**src/gpb_map.vh**
```
// gpb_map.vh: constants of the general purpose pin block
// assumes: included by gpb design files only
`ifndef GPB_MAP_VH
`define GPB_MAP_VH

// ****************************************************************
// sizes
// ****************************************************************
`define GPB_NUM_PINS     24
`define GPB_NUM_BANKS    3
`define GPB_BANK_WIDTH   8
`define GPB_NUM_INPUTS   8
`define GPB_NUM_DEST     3

// ****************************************************************
// field positions
// ****************************************************************
`define GPB_CHAIN_BIT    3
`define GPB_SLOT_LSB     16
`define GPB_SLOT_MSB     21

// ****************************************************************
// reset values
// ****************************************************************
`define GPB_RST_PINS     24'h000000
`define GPB_RST_BANKS    3'h0
`define GPB_RST_INPUTS   8'h00
`define GPB_RST_DEST     3'h0

`endif

```
**src/gpb_pins.v**
```verilog
// gpb_pins.v: 24 two-way pins in three banks, 8 input-only pins
// assumes: control bits arrive as ports from software-facing logic on clk;
// pad levels are asynchronous and are synchronised here
`timescale 1ns/1ps
`default_nettype none
`include "gpb_map.vh"

module gpb_pins (
  // clock and reset
  input  wire        clk,
  input  wire        rst_n,
  // pads of two-way pins
  input  wire [23:0] pad_in,
  output reg  [23:0] pad_out,
  output reg  [23:0] pad_oe,
  // pads of input-only pins
  input  wire [7:0]  input_only_pin,
  // bank domain: 1 = secure bank
  input  wire [2:0]  bank_secure,
  // requester of the current access: 1 = secure
  input  wire        access_secure,
  // register writes, per-pin strobes; wr_dest_en is one strobe for the destination
  input  wire [23:0] wr_out_en,
  input  wire [23:0] wr_out_data,
  input  wire [23:0] wr_oe_en,
  input  wire [23:0] wr_oe_data,
  input  wire [23:0] wr_irq_en_en,
  input  wire [23:0] wr_irq_en_data,
  input  wire [23:0] wr_pol_en,
  input  wire [23:0] wr_pol_data,
  input  wire        wr_dest_en,
  input  wire [2:0]  wr_dest_data,
  // slot reset code, written as a positive number
  input  wire        wr_slot_en,
  input  wire [5:0]  wr_slot_code,
  // readback
  output reg  [23:0] pin_level,
  output reg  [7:0]  input_only_level,
  output reg  [23:0] out_value,
  output reg  [23:0] out_enable,
  output reg  [23:0] irq_enable,
  output reg  [23:0] irq_polarity,
  // interrupt consumers
  output reg  [2:0]  irq_dest,
  // debug chain control
  output reg         debug_chain_split,
  output reg         chain_split_select
);

  wire [23:0] pin_sync;
  wire [7:0]  in_sync;
  wire [23:0] bank_ok;
  reg  [2:0]  dest_en;
  wire [23:0] plain_out;
  wire [23:0] plain_oe;
  wire [23:0] next_out;
  wire [23:0] next_oe;
  wire [23:0] next_ie;
  wire [23:0] next_pol;
  wire [23:0] pin_cause;
  wire        slot_take;
  wire        any_irq;

  // ****************************************************************
  // synchronisers
  // ****************************************************************
  gpb_sync #(.WIDTH(`GPB_NUM_PINS)) u_sync_pins (
    .clk      (clk),
    .rst_n    (rst_n),
    .async_in (pad_in),
    .sync_out (pin_sync)
  );

  gpb_sync #(.WIDTH(`GPB_NUM_INPUTS)) u_sync_inputs (
    .clk      (clk),
    .rst_n    (rst_n),
    .async_in (input_only_pin),
    .sync_out (in_sync)
  );

  // ****************************************************************
  // bank access gating
  // ****************************************************************
  // a non-secure requester may not touch a secure bank
  genvar b;
  generate
    for (b = 0; b < `GPB_NUM_BANKS; b = b + 1) begin : g_bank
      assign bank_ok[b*`GPB_BANK_WIDTH +: `GPB_BANK_WIDTH] =
        {`GPB_BANK_WIDTH{access_secure | ~bank_secure[b]}};
    end
  endgenerate

  // slot code is gated by the domain of the bank that holds it
  assign slot_take = wr_slot_en & bank_ok[`GPB_SLOT_LSB];

  // ****************************************************************
  // per-pin next state
  // ****************************************************************
  genvar i;
  generate
    for (i = 0; i < `GPB_NUM_PINS; i = i + 1) begin : g_pin
      wire take_out;
      wire take_oe;
      wire take_ie;
      wire take_pol;

      assign take_out = wr_out_en[i] & bank_ok[i];
      assign take_oe  = wr_oe_en[i] & bank_ok[i];
      assign take_ie  = wr_irq_en_en[i] & bank_ok[i];
      assign take_pol = wr_pol_en[i] & bank_ok[i];

      assign plain_out[i] = take_out ? wr_out_data[i] : out_value[i];
      assign plain_oe[i]  = take_oe ? wr_oe_data[i] : out_enable[i];
      assign next_ie[i]   = take_ie ? wr_irq_en_data[i] : irq_enable[i];
      assign next_pol[i]  = take_pol ? wr_pol_data[i] : irq_polarity[i];

      // polarity 1 = active high; a pin that drives its pad never interrupts
      assign pin_cause[i] = irq_enable[i] & ~out_enable[i] &
                            ~(pin_sync[i] ^ irq_polarity[i]);

      // slot write beats a plain write on the same pin; code is active low
      if ((i >= `GPB_SLOT_LSB) && (i <= `GPB_SLOT_MSB)) begin : g_slot
        assign next_out[i] = slot_take ? ~wr_slot_code[i-`GPB_SLOT_LSB]
                                       : plain_out[i];
        assign next_oe[i]  = slot_take | plain_oe[i];
      end else begin : g_plain
        assign next_out[i] = plain_out[i];
        assign next_oe[i]  = plain_oe[i];
      end
    end
  endgenerate

  assign any_irq = |pin_cause;

  // ****************************************************************
  // control state
  // ****************************************************************
  always @(posedge clk or negedge rst_n) begin
    if (!rst_n) begin
      out_value    <= `GPB_RST_PINS;
      out_enable   <= `GPB_RST_PINS;
      irq_enable   <= `GPB_RST_PINS;
      irq_polarity <= `GPB_RST_PINS;
      dest_en      <= `GPB_RST_DEST;
    end else begin
      out_value    <= next_out;
      out_enable   <= next_oe;
      irq_enable   <= next_ie;
      irq_polarity <= next_pol;
      if (wr_dest_en) begin
        dest_en <= wr_dest_data;
      end
    end
  end

  // ****************************************************************
  // pad drive
  // ****************************************************************
  // own copy of the drive, so the pads leave straight from a flop
  always @(posedge clk or negedge rst_n) begin
    if (!rst_n) begin
      pad_out <= `GPB_RST_PINS;
      pad_oe  <= `GPB_RST_PINS;
    end else begin
      // push-pull: pad_out and pad_oe both follow the next state as written
      pad_out <= next_out;
      pad_oe  <= next_oe;
    end
  end

  // ****************************************************************
  // readback
  // ****************************************************************
  always @(posedge clk or negedge rst_n) begin
    if (!rst_n) begin
      pin_level        <= `GPB_RST_PINS;
      input_only_level <= `GPB_RST_INPUTS;
    end else begin
      pin_level        <= pin_sync;
      // input-only pins: read-only, no drive, no interrupt path
      input_only_level <= in_sync;
    end
  end

  // ****************************************************************
  // interrupt consumers
  // ****************************************************************
  // level, not sticky: drops one cycle after its cause goes away
  always @(posedge clk or negedge rst_n) begin
    if (!rst_n) begin
      irq_dest <= `GPB_RST_DEST;
    end else begin
      irq_dest <= {`GPB_NUM_DEST{any_irq}} & dest_en;
    end
  end

  // ****************************************************************
  // debug chain control
  // ****************************************************************
  always @(posedge clk or negedge rst_n) begin
    if (!rst_n) begin
      debug_chain_split  <= 1'h0;
      chain_split_select <= 1'h0;
    end else begin
      // low level chains all three debug ports
      debug_chain_split  <= in_sync[`GPB_CHAIN_BIT];
      chain_split_select <= in_sync[`GPB_CHAIN_BIT];
    end
  end

endmodule

`default_nettype wire

```
**src/gpb_sync.v**
```verilog
// gpb_sync.v: two-stage synchroniser for a vector of pin levels
// assumes: inputs are asynchronous to clk
`timescale 1ns/1ps
`default_nettype none

module gpb_sync #(
  parameter WIDTH = 8
) (
  // clock and reset
  input  wire             clk,
  input  wire             rst_n,
  // levels
  input  wire [WIDTH-1:0] async_in,
  output reg  [WIDTH-1:0] sync_out
);

  reg [WIDTH-1:0] meta;

  // meta is read only by sync_out
  always @(posedge clk or negedge rst_n) begin
    if (!rst_n) begin
      meta     <= {WIDTH{1'b0}};
      sync_out <= {WIDTH{1'b0}};
    end else begin
      meta     <= async_in;
      sync_out <= meta;
    end
  end

endmodule

`default_nettype wire

```
**config.mk**
```make
export PLATFORM = sky130hd
export DESIGN_NAME = gpb_pins
export DESIGN_NICKNAME = d
export VERILOG_FILES = /design/src/gpb_pins.v /design/src/gpb_sync.v
export VERILOG_INCLUDE_DIRS = /design/src
export SDC_FILE = /design/constraint.sdc
export NUM_CORES = 1
export LEC_CHECK = 0
export BUFFER_PORTS_ARGS = -buffer_cell sky130_fd_sc_hd__buf_2
export CAP_MARGIN = 15
export CELL_PAD_IN_SITES_DETAIL_PLACEMENT = 2
export CELL_PAD_IN_SITES_GLOBAL_PLACEMENT = 2
export CORE_MARGIN = 8
export CORE_UTILIZATION = 27
export DETAILED_ROUTE_END_ITERATION = 8
export HOLD_SLACK_MARGIN = 0.1
export PLACE_DENSITY_LB_ADDON = 0.1
export SLEW_MARGIN = 20
export SYNTH_ARGS = -nofsm -noshare
export SYNTH_HDL_FRONTEND = slang
export SYNTH_SLANG_ARGS = --single-unit
```
**constraint.sdc**
```tcl
create_clock -name clk -period 1.45 [get_ports clk]
set_input_delay 0.29 -clock clk [delete_from_list [all_inputs] [get_ports clk]]
set_output_delay 0.29 -clock clk [all_outputs]
set_load 0.02 [all_outputs]
```
==> results of run 1 <==
[state kept, by name (all words and copies together) (netlist names), 24 cells and up]
register,flops
u_sync_pins.meta,24
pad_oe,24
u_sync_pins.sync_out,24
pad_out,24
pin_level,24
irq_enable,24
irq_polarity,24
[synthesized netlist by cell type (7+ instances only)]
| cell type | number | share of area |
|---|---|---|
| a31oi_1 | 9 | 0.0075 |
| a21oi_1 | 12 | 0.0080 |
| o32ai_1 | 12 | 0.014 |
| mux2_2 | 10 | 0.015 |
| nor2b_1 | 7 | 0.0058 |
| nand2_1 | 76 | 0.038 |
| mux2_1 | 62 | 0.093 |
| buf_4 | 53 | 0.053 |
| dfrtp_1 | 198 | 0.66 |
| inv_1 | 27 | 0.013 |
| a31o_1 | 9 | 0.010 |
| o21ai_0 | 14 | 0.0093 |
| nand2b_1 | 15 | 0.012 |
| xor2_1 | 24 | 0.028 |
[layer usage]
metal / track usage / wire (um) / vias up
met1: 0.187 / 10900 / 3139
met5: 0 / 27 / -
met3: 0.0700 / 2610 / 29
met2: 0.332 / 16300 / 246
li1: - / - / 2912
met4: 0.0478 / 467 / 4
[timing repair]
action | CTS | global route
hold buffers | 138 | 0
hold endpoints to repair | 177 | 0
setup endpoints to repair | 7 | 7
resized for setup | 19 | 15
buffers inserted | 1 | 0
pin swaps | 7 | 10
[cell type report]
class,count,area share
clock buffer,17,0.0349
inverter,27,0.00833
sequential,198,0.407
antenna,2,0.000411
tap,378,0.0389
timing repair buffer,586,0.311
multi-input combinational,270,0.182
clock inverter,15,0.0170
[power by group through the flow]
| stage | clock network (mW) | registers [mW] | logic (mW) |
|---|---|---|---|
| after floorplan | 0 | 6.92 | 1.13 |
| after global placement | 0 | 6.49 | 2.81 |
| after detailed placement | 0 | 6.52 | 2.85 |
| after CTS | 5.25 | 6.42 | 3.30 |
| after global routing | 5.45 | 6.50 | 3.57 |
| final | 5.02 | 6.42 | 3.30 |
[kinds of logic (layout without fill, tap and decap cells)]
family,count (synthesis),count (layout),share of synthesized area
flip-flops,198,198,0.659
AND/OR/NAND/NOR,102,102,0.0600
buffers and inverters,91,645,0.0783
AO/OA/AOI/OAI,72,72,0.0674
multiplexers,72,72,0.108
XOR/XNOR,24,24,0.0279
other,0,2,0
[per-stage QoR]
step / utilization / hold WS, ps / setup slack, ps
global route: 0.440 / 117 / -58.8
finish: 0.441 / 131 / 27.8
floorplan: - / -5.59 / 88.2
global placement: 0.360 / 240 / -62.4
detailed placement: 0.360 / 245 / -120
CTS: 0.437 / 106 / 2.85
[cell usage in the layout, fill, tap and decap left out, drive strengths merged]
cell / instances
clkinv: 7
dlygate4sd3: 138
mux2: 72
bufinv: 1
nor2b: 7
nor4: 3
dfrtp: 198
clkbuf: 18
a31o: 12
nand2b: 15
inv: 34
buf: 447
nand2: 76
o32ai: 12
diode: 2
a31oi: 9
xor2: 24
a21oi: 12
nor2: 1
a32oi: 6
a2bb2oi: 6
o21ai: 15
[final timing paths]
check                           cells after the start                    start  slack (ps)                  endpoint
worst max-delay path                                4  u_sync_pins.sync_out[6]          30               irq_dest[1]
worst min-delay path                                2          wr_irq_en_en[6]         130             irq_enable[6]
worst max register to register                      4  u_sync_pins.sync_out[6]          30               irq_dest[1]
worst min register to register                      0     u_sync_pins.meta[13]         340  u_sync_pins.sync_out[13]
max in group asynchronous                           3                    rst_n         540                 pad_oe[6]
min in group asynchronous                           2                    rst_n         360           irq_polarity[9]
==> qor.yml, run 1 <==
run_status:
  status: "finished clean"
placement:
  dpl-instance-area_sq_um: 9940
  dp.cells: 1324
  port_buffers: 421
  place.gp.congestion: 0.788
  dp_hpwl_um: 23300
pwr:
  power_density_nw_per_um2: 1210
  p_leak_nw: 6.03
  p_clk_frac: 0.341
  comb_power_share: 0.224
  ir_drop_mv: 0.578
  seqPwrFrac: 0.435
  total_power_mw: 14.7
  internal_power_mw: 10.0
  switchingPower_mw: 4.75
  swShare: 0.322
drt:
  viasPerCell: 4.24
  route.antenna.remaining_nets: 0
  post_drt_wl_per_cell_um: 20.3
  wl_um: 30300
  drt-initial-drc-count: 140
  num_vias: 6330
  drc: 0
  firstDrtPassIters: 4
worst_hold_path:
  timing.hold.worst.class: "in -> reg"
synth:
  ys_types: 24
  syn_area_per_cell_sq_um: 13.5
  syn-cell-area_sq_um: 7520
  syn_inst: 559
  ys_ff_latch: 198
  ys_async_sr_fraction: 1.00
  synth_edf_count: 0
  ys.flop_type: "dfrtp_1"
  synth-seq-area-share: 0.659
  syn-num-nets: 800
  yosysWarnings: 0
sta:
  slew_headroom: 0.664
  period_share: 0.981
  finalSetupViolCount: 0
  worstMarginPinSlew_ps: 503
  fmax_mhz: 703
  rsz0062_at_grt: "true"
  min_period_ps: 1420
  skew_ps: 18.2
  hold_violations: 0
  fin_tns_setup_ps: 0
  finalMaxSlewViolations: 0
global_route:
  grt_usage: 0.180
  overflow: 0
  grt_pass1_vias: 7488
  grt_pass1_wl_um: 45900
  grt_max_degree: 36
  antenna_found_initial: 3
die:
  die_h_um: 183
  die_w_um: 183
  core-area_sq_um: 27600
  std_cell_rows: 61
  die-area_sq_um: 33500
  io_pins: 422
  initial_core_util: 0.272
layout:
  layout-drive-gt1-share: 0.467
  multi_input_area_sq_um: 2210
  fillCellCount: 2898
  fin_nets: 1341
  fin_area_sq_um: 12200
  final_cells: 1493
  regArea_sq_um: 4960
  area_growth_pct: 61.8
run:
  max_cap_violations: 0
clock_network:
  insertion_delay_ps: 440
  path_clk_slew_ps: 70
  numCtsBuffers: 17
  clk_path_buf_depth: 2
  cts_tree: "built"
  cts.sinks: 198
  htreeDepth: 4
  root_buffer: "clkbuf_16"
critical_path:
  startpoint_type: "flip-flop"
  worstPathRequired_ps: 1740
  cp_data_arrival_time_ps: 1710
  cp_top_family: "flip-flops"
  crit_type: "reg -> reg"
  cp_cell_sequence: "xor2_2 -> o32ai_4 -> nor4_4 -> a31oi_1"
  worst-path-max-fanout: 3
  slowest_stage: "dfrtp_1"
  cpPeakStageDelay_ps: 410
  cp_num_buf_inv: 0
  end_kind: "flip-flop"
Note: power is estimated with default switching activity, not from simulation.
==> inputs of run 2 (changes only) <==
--- a/config.mk
+++ b/config.mk
@@ -8,13 +8,11 @@
 export LEC_CHECK = 0
 export BUFFER_PORTS_ARGS = -buffer_cell sky130_fd_sc_hd__buf_2
 export CAP_MARGIN = 15
-export CELL_PAD_IN_SITES_DETAIL_PLACEMENT = 2
-export CELL_PAD_IN_SITES_GLOBAL_PLACEMENT = 2
-export CORE_MARGIN = 8
-export CORE_UTILIZATION = 27
+export CORE_AREA = 8 8 156 158
 export DETAILED_ROUTE_END_ITERATION = 8
+export DIE_AREA = 0 0 164 166
 export HOLD_SLACK_MARGIN = 0.1
-export PLACE_DENSITY_LB_ADDON = 0.1
+export PLACE_DENSITY = 0.65
 export SLEW_MARGIN = 20
 export SYNTH_ARGS = -nofsm -noshare
 export SYNTH_HDL_FRONTEND = slang
==> qor.yml, run 2 (synthesis results as in run 1) <==
clock_network:
  cts.sinks: 198  # unchanged
  numCtsBuffers: 17  # unchanged
  cts_tree: "built"  # unchanged
  root_buffer: "clkbuf_16"  # unchanged
  htreeDepth: 4  # unchanged
  insertion_delay_ps: 420  # was 440 ps
  path_clk_slew_ps: 70  # about the same
  clk_path_buf_depth: 2  # unchanged
global_route:
  grt_pass1_vias: 7241  # was 7488
  grt_usage: 0.192  # was 0.180
  grt_max_degree: 49  # was 36
  antenna_found_initial: 4  # was 3
  grt_pass1_wl_um: 40400  # was 45900 um
  overflow: 0  # unchanged
die:
  std_cell_rows: 55  # was 61
  die_h_um: 166  # was 183 um
  die-area_sq_um: 27200  # was 33500 sq um
  initial_core_util: 0.341  # was 0.272
  core-area_sq_um: 22100  # was 27600 sq um
  io_pins: 422  # unchanged
  die_w_um: 164  # was 183 um
sta:
  worstMarginPinSlew_ps: 478  # was 503 ps
  finalWorstSetupSlack_ps: 31.4  # was 27.8 ps
  fmax_mhz: 705  # was 703 MHz
  hold_violations: 0  # unchanged
  whs_ps: 124  # was 131 ps
  skew_ps: 11.7  # was 18.2 ps
  finalSetupViolCount: 0  # unchanged
  slew_headroom: 0.681  # was 0.664
  rsz0062_at_grt: "true"  # unchanged
  period_share: 0.978  # was 0.981
  min_period_ps: 1420  # about the same
  finalMaxSlewViolations: 0  # unchanged
critical_path:
  crit_type: "reg -> out"  # was reg -> reg
  worst-path-max-fanout: 3  # unchanged
  startpoint_type: "flip-flop"  # unchanged
  cp_data_arrival_time_ps: 1130  # was 1710 ps
  ff2ff_path_depth: 4  # unchanged
  rrSetupSlack_ps: 40  # was 30 ps
  worstPathRequired_ps: 1160  # was 1740 ps
  reg2reg_from: "pad_oe[21]"  # was u_sync_pins.sync_out[6]
  end_kind: "output port"  # was flip-flop
  reg2reg_to: "irq_dest[1]"  # unchanged
pwr:
  switchingPower_mw: 4.42  # was 4.75 mW
  comb_power_share: 0.229  # was 0.224
  swShare: 0.307  # was 0.322
  ir_drop_mv: 0.699  # was 0.578 mV
  power_density_nw_per_um2: 1190  # was 1210 nW/um^2
  p_leak_nw: 6.07  # was 6.03 nW
  seqPwrFrac: 0.444  # was 0.435
  internal_power_mw: 9.97  # was 10.0 mW
  p_clk_frac: 0.326  # was 0.341
worst_hold_path:
  hold_end: "irq_enable[19]"  # was irq_enable[6]
  hold_start: "wr_irq_en_data[19]"  # was wr_irq_en_en[6]
  holdPathStages: 2  # unchanged
  timing.hold.worst.class: "in -> reg"  # unchanged
layout:
  fin_nets: 1354  # was 1341
  area_growth_pct: 60.3  # was 61.8%
  final_common_cell: "buf_2"  # unchanged
  layout_common_cells: "buf_2 (408), dfrtp_1 (197), dlygate4sd3_1 (133), nand2_1 (76), mux2_1 (62)"  # was buf_2 (419), dfrtp_1 (196), dlygate4sd3_1 (138), nand2_1 (76), mux2_1 (62)
  fin_util: 0.546  # was 0.441
  layout-drive-gt1-share: 0.472  # was 0.467
placement:
  dp_hpwl_um: 20100  # was 23300 um
  place.gp.congestion: 0.799  # was 0.788
  port_buffers: 421  # unchanged
  post-place-ws_ps: -228  # was -120 ps
run:
  max_cap_violations: 0  # unchanged
drt:
  viasPerCell: 4.46  # was 4.24
  post_drt_wl_per_cell_um: 18.7  # was 20.3 um
  route.antenna.remaining_nets: 0  # unchanged
  drc: 0  # unchanged
  firstDrtPassIters: 6  # was 4
  drt-initial-drc-count: 253  # was 140
  wl_um: 26400  # was 30300 um
  num_vias: 6297  # was 6330
run_status:
  status: "finished clean"  # unchanged
==> run 2: worst max-delay path by stage <==
stage,cells past startpoint,to,startpoint,slack (ps)
2_1_floorplan,4,irq_dest[0],irq_polarity[5],90
3_3_place_gp,6,irq_dest[0],irq_polarity[1],-220
3_5_place_dp,6,irq_dest[1],irq_polarity[1],-230
4_1_cts,5,irq_dest[0],irq_polarity[15],6
5_1_grt,4,irq_dest[1],irq_polarity[8],-50
6_report,2,out_enable[0],pad_oe[0],30
==> run 2: power by group through the flow <==
stage | registers [mW] | clock network, mW | logic, mW
6_report | 6.39 | 4.70 | 3.30
5_1_grt | 6.45 | 5.10 | 3.55
4_1_cts | 6.38 | 4.88 | 3.28
3_5_place_dp | 6.48 | 0 | 2.88
3_3_place_gp | 6.47 | 0 | 2.85
2_1_floorplan | 6.92 | 0 | 1.13
==> run 2: critical path, cell delays in order (launching register included) <==
cell     delay (ps)
dfrtp_1         400
buf_4           160
buf_4           150
==> run 2: per-stage QoR <==
step                power [mW]  instances  setup TNS [ps]  instance area [sq um]
floorplan                 8.05        559               0                   7520
global placement          9.32       1244            -645                   9910
detailed placement        9.36       1244            -835                   9910
CTS                       14.5       1409               0                  11900
global route              15.1       1413            -201                  12100
finish                    14.4       1413               0                  12100
==> run 2: area by class of cell <==
type                    instances  area (sq um)
diodes                          3          7.51
flip-flops and latches        198          4960
well taps                     285           357
repair buffers                599          3910
clock buffers                  17           425
inverters                      27           101
multi-input cells             270          2130
clock inverters                14           169
fillers                      1806         10000
==> run 2: per-layer routing <==
| metal | track usage | wire, um |
|---|---|---|
| met3 | 0.0630 | 2300 |
| met5 | 0 | 13 |
| met2 | 0.347 | 13600 |
| met4 | 0.0585 | 517 |
| met1 | 0.208 | 9940 |
==> run 2: what timing repair did <==
item / in CTS / in global routing
endpoints found under the setup margin: 9 / 12
pin swaps: 10 / 6
hold endpoints to repair: 157 / 1
buffers inserted: 5 / 2
resized for setup: 15 / 28
hold buffers: 132 / 1
==> inputs of run 3 (changes only) <==
--- a/config.mk
+++ b/config.mk
@@ -6,7 +6,7 @@
 export SDC_FILE = /design/constraint.sdc
 export NUM_CORES = 1
 export LEC_CHECK = 0
-export BUFFER_PORTS_ARGS = -buffer_cell sky130_fd_sc_hd__buf_2
+export BUFFER_PORTS_ARGS = -buffer_cell sky130_fd_sc_hd__clkbuf_2
 export CAP_MARGIN = 15
 export CORE_AREA = 8 8 156 158
 export DETAILED_ROUTE_END_ITERATION = 8
==> qor.yml, run 3 (synthesis results as in run 1) <==
die:
  io_pins: 422  # unchanged
  die_w_um: 164  # unchanged
  die-area_sq_um: 27200  # unchanged
  die_h_um: 166  # unchanged
  core-area_sq_um: 22100  # unchanged
  std_cell_rows: 55  # unchanged
  initial_core_util: 0.341  # unchanged
sta:
  slew_headroom: 0.663  # was 0.681
  fmax_mhz: 705  # about the same
  whs_ps: 120  # was 124 ps
  worstMarginPinSlew_ps: 503  # was 478 ps
  finalMaxSlewViolations: 0  # unchanged
  skew_ps: 11.6  # was 11.7 ps
  period_share: 0.978  # about the same
  min_period_ps: 1420  # about the same
  fin_tns_setup_ps: 0  # unchanged
  finalSetupViolCount: 0  # unchanged
  hold_violations: 0  # unchanged
  finalWorstSetupSlack_ps: 32.0  # was 31.4 ps
  rsz0062_at_grt: "true"  # unchanged
layout:
  area_growth_pct: 59.6  # was 60.3%
  regArea_sq_um: 4960  # about the same
  fin_area_sq_um: 12000  # was 12100 sq um
  final_common_cell: "clkbuf_2"  # was buf_2
  multi_input_area_sq_um: 2090  # was 2130 sq um
  layout-drive-gt1-share: 0.466  # was 0.472
  fillCellCount: 1859  # was 1806
  layout_common_cells: "clkbuf_2 (408), dfrtp_1 (196), dlygate4sd3_1 (133), nand2_1 (76), mux2_1 (62)"  # was buf_2 (408), dfrtp_1 (197), dlygate4sd3_1 (133), nand2_1 (76), mux2_1 (62)
  fin_nets: 1355  # was 1354
critical_path:
  cp_cell_sequence: "dlygate4sd3_1 -> clkbuf_2 -> a31o_2 -> dlygate4sd3_1"  # was buf_4 -> buf_4
  cp_data_arrival_time_ps: 1730  # was 1130 ps
  end_kind: "flip-flop"  # was output port
  worst-path-max-fanout: 1  # was 3
  startpoint_type: "primary input"  # was flip-flop
  cpPeakStageDelay_ps: 560  # was 400 ps
  crit_type: "in -> reg"  # was reg -> out
  slowest_stage: "dlygate4sd3_1"  # was dfrtp_1
  worstPathRequired_ps: 1760  # was 1160 ps
  path_common_cell: "dlygate4sd3_1"  # was buf_4
pwr:
  p_leak_nw: 6.15  # was 6.07 nW
  ir_drop_mv: 0.631  # was 0.699 mV
  power_density_nw_per_um2: 1200  # was 1190 nW/um^2
  total_power_mw: 14.4  # about the same
placement:
  dp_hpwl_um: 20100  # about the same
  port_buffers: 421  # unchanged
  dpl-instance-area_sq_um: 9920  # was 9910 sq um
  post-place-ws_ps: -351  # was -228 ps
  place.gp.congestion: 0.809  # was 0.799
clock_network:
  path_clk_slew_ps: 80  # was 70 ps
  root_buffer: "clkbuf_16"  # unchanged
  cts_tree: "built"  # unchanged
  insertion_delay_ps: 420  # about the same
  cts.sinks: 198  # unchanged
  numCtsBuffers: 17  # unchanged
  clk_path_buf_depth: 2  # unchanged
  htreeDepth: 4  # unchanged
global_route:
  grt_usage: 0.189  # was 0.192
  grt_pass1_vias: 7210  # was 7241
  grt_pass1_wl_um: 39900  # was 40400 um
  antenna_found_initial: 0  # was 4
  overflow: 0  # unchanged
  grt_max_degree: 51  # was 49
drt:
  drt-initial-drc-count: 250  # was 253
  viasPerCell: 4.48  # was 4.46
  num_vias: 6328  # was 6297
  wl_um: 25900  # was 26400 um
  route.antenna.remaining_nets: 0  # unchanged
  drc: 0  # unchanged
  post_drt_wl_per_cell_um: 18.4  # was 18.7 um
  firstDrtPassIters: 4  # was 6
run_status:
  status: "finished clean"  # unchanged
run:
  max_cap_violations: 0  # unchanged
worst_hold_path:
  timing.hold.worst.class: "in -> reg"  # unchanged
## run 3: cell count changes in the layout (fill, tap and decap cells not counted), moves of 3 or more
cell | before | now
buf_2 | 408 | 1
o32ai_2 | 9 | 5
clkbuf_2 | 0 | 408
o32ai_1 | 2 | 6
xor2_2 | 4 | 1
xor2_1 | 20 | 23
## run 3: repair_timing
item	in CTS	in global routing
setup buffers	4	1
pin swaps	3	5
hold endpoints to repair	165	1
setup endpoints to repair	6	20
hold buffers	132	1
resized for setup	10	38
## run 3: power breakdown
part	switching [mW]	internal, mW
clock	2.28	2.46
sequential	0.382	6.02
combinational	1.80	1.48
total	4.46	9.96
## run 3: worst paths after layout
check	from	endpoint	slack, ps	cells past startpoint
max in group asynchronous	rst_n	pin_level[6]	500	3
min in group asynchronous	rst_n	irq_enable[11]	360	2
worst min-delay path	wr_irq_en_en[13]	irq_enable[13]	120	2
worst min register to register	u_sync_inputs.meta[4]	u_sync_inputs.sync_out[4]	340	0
worst max register to register	irq_enable[23]	irq_enable[23]	40	4
worst max-delay path	wr_irq_en_data[23]	irq_enable[23]	30	4
## run 3: metal layers
metal	track usage	wire length, um	share of wire	vias up
met3	0.0585	2210	0.085	27
met4	0.0502	438	0.017	0
met5	0	0	0	-
li1	-	-	-	2945
met1	0.206	9730	0.38	3056
met2	0.346	13500	0.52	300
## run 3: metrics by stage
stage / utilization / std cells
global route: 0.543 / 1411
global placement: 0.449 / 1247
CTS: 0.539 / 1412
floorplan: - / 559
detailed placement: 0.449 / 1247
finish: 0.544 / 1412
## run 3: final cells by class
cell class,instances,share of cell area
tap,285,0.0297
timing repair buffer,600,0.326
clock inverter,14,0.0139
clock buffer,17,0.0354
inverter,27,0.00844
multi-input combinational,270,0.174
sequential,198,0.413
antenna,1,0.000208
## run 3: critical path, delay by kind of cell
| kind | cells | cell delay [ps] |
|---|---|---|
| buffers and inverters | 3 | 1220 |
| AO/OA/AOI/OAI | 1 | 210 |
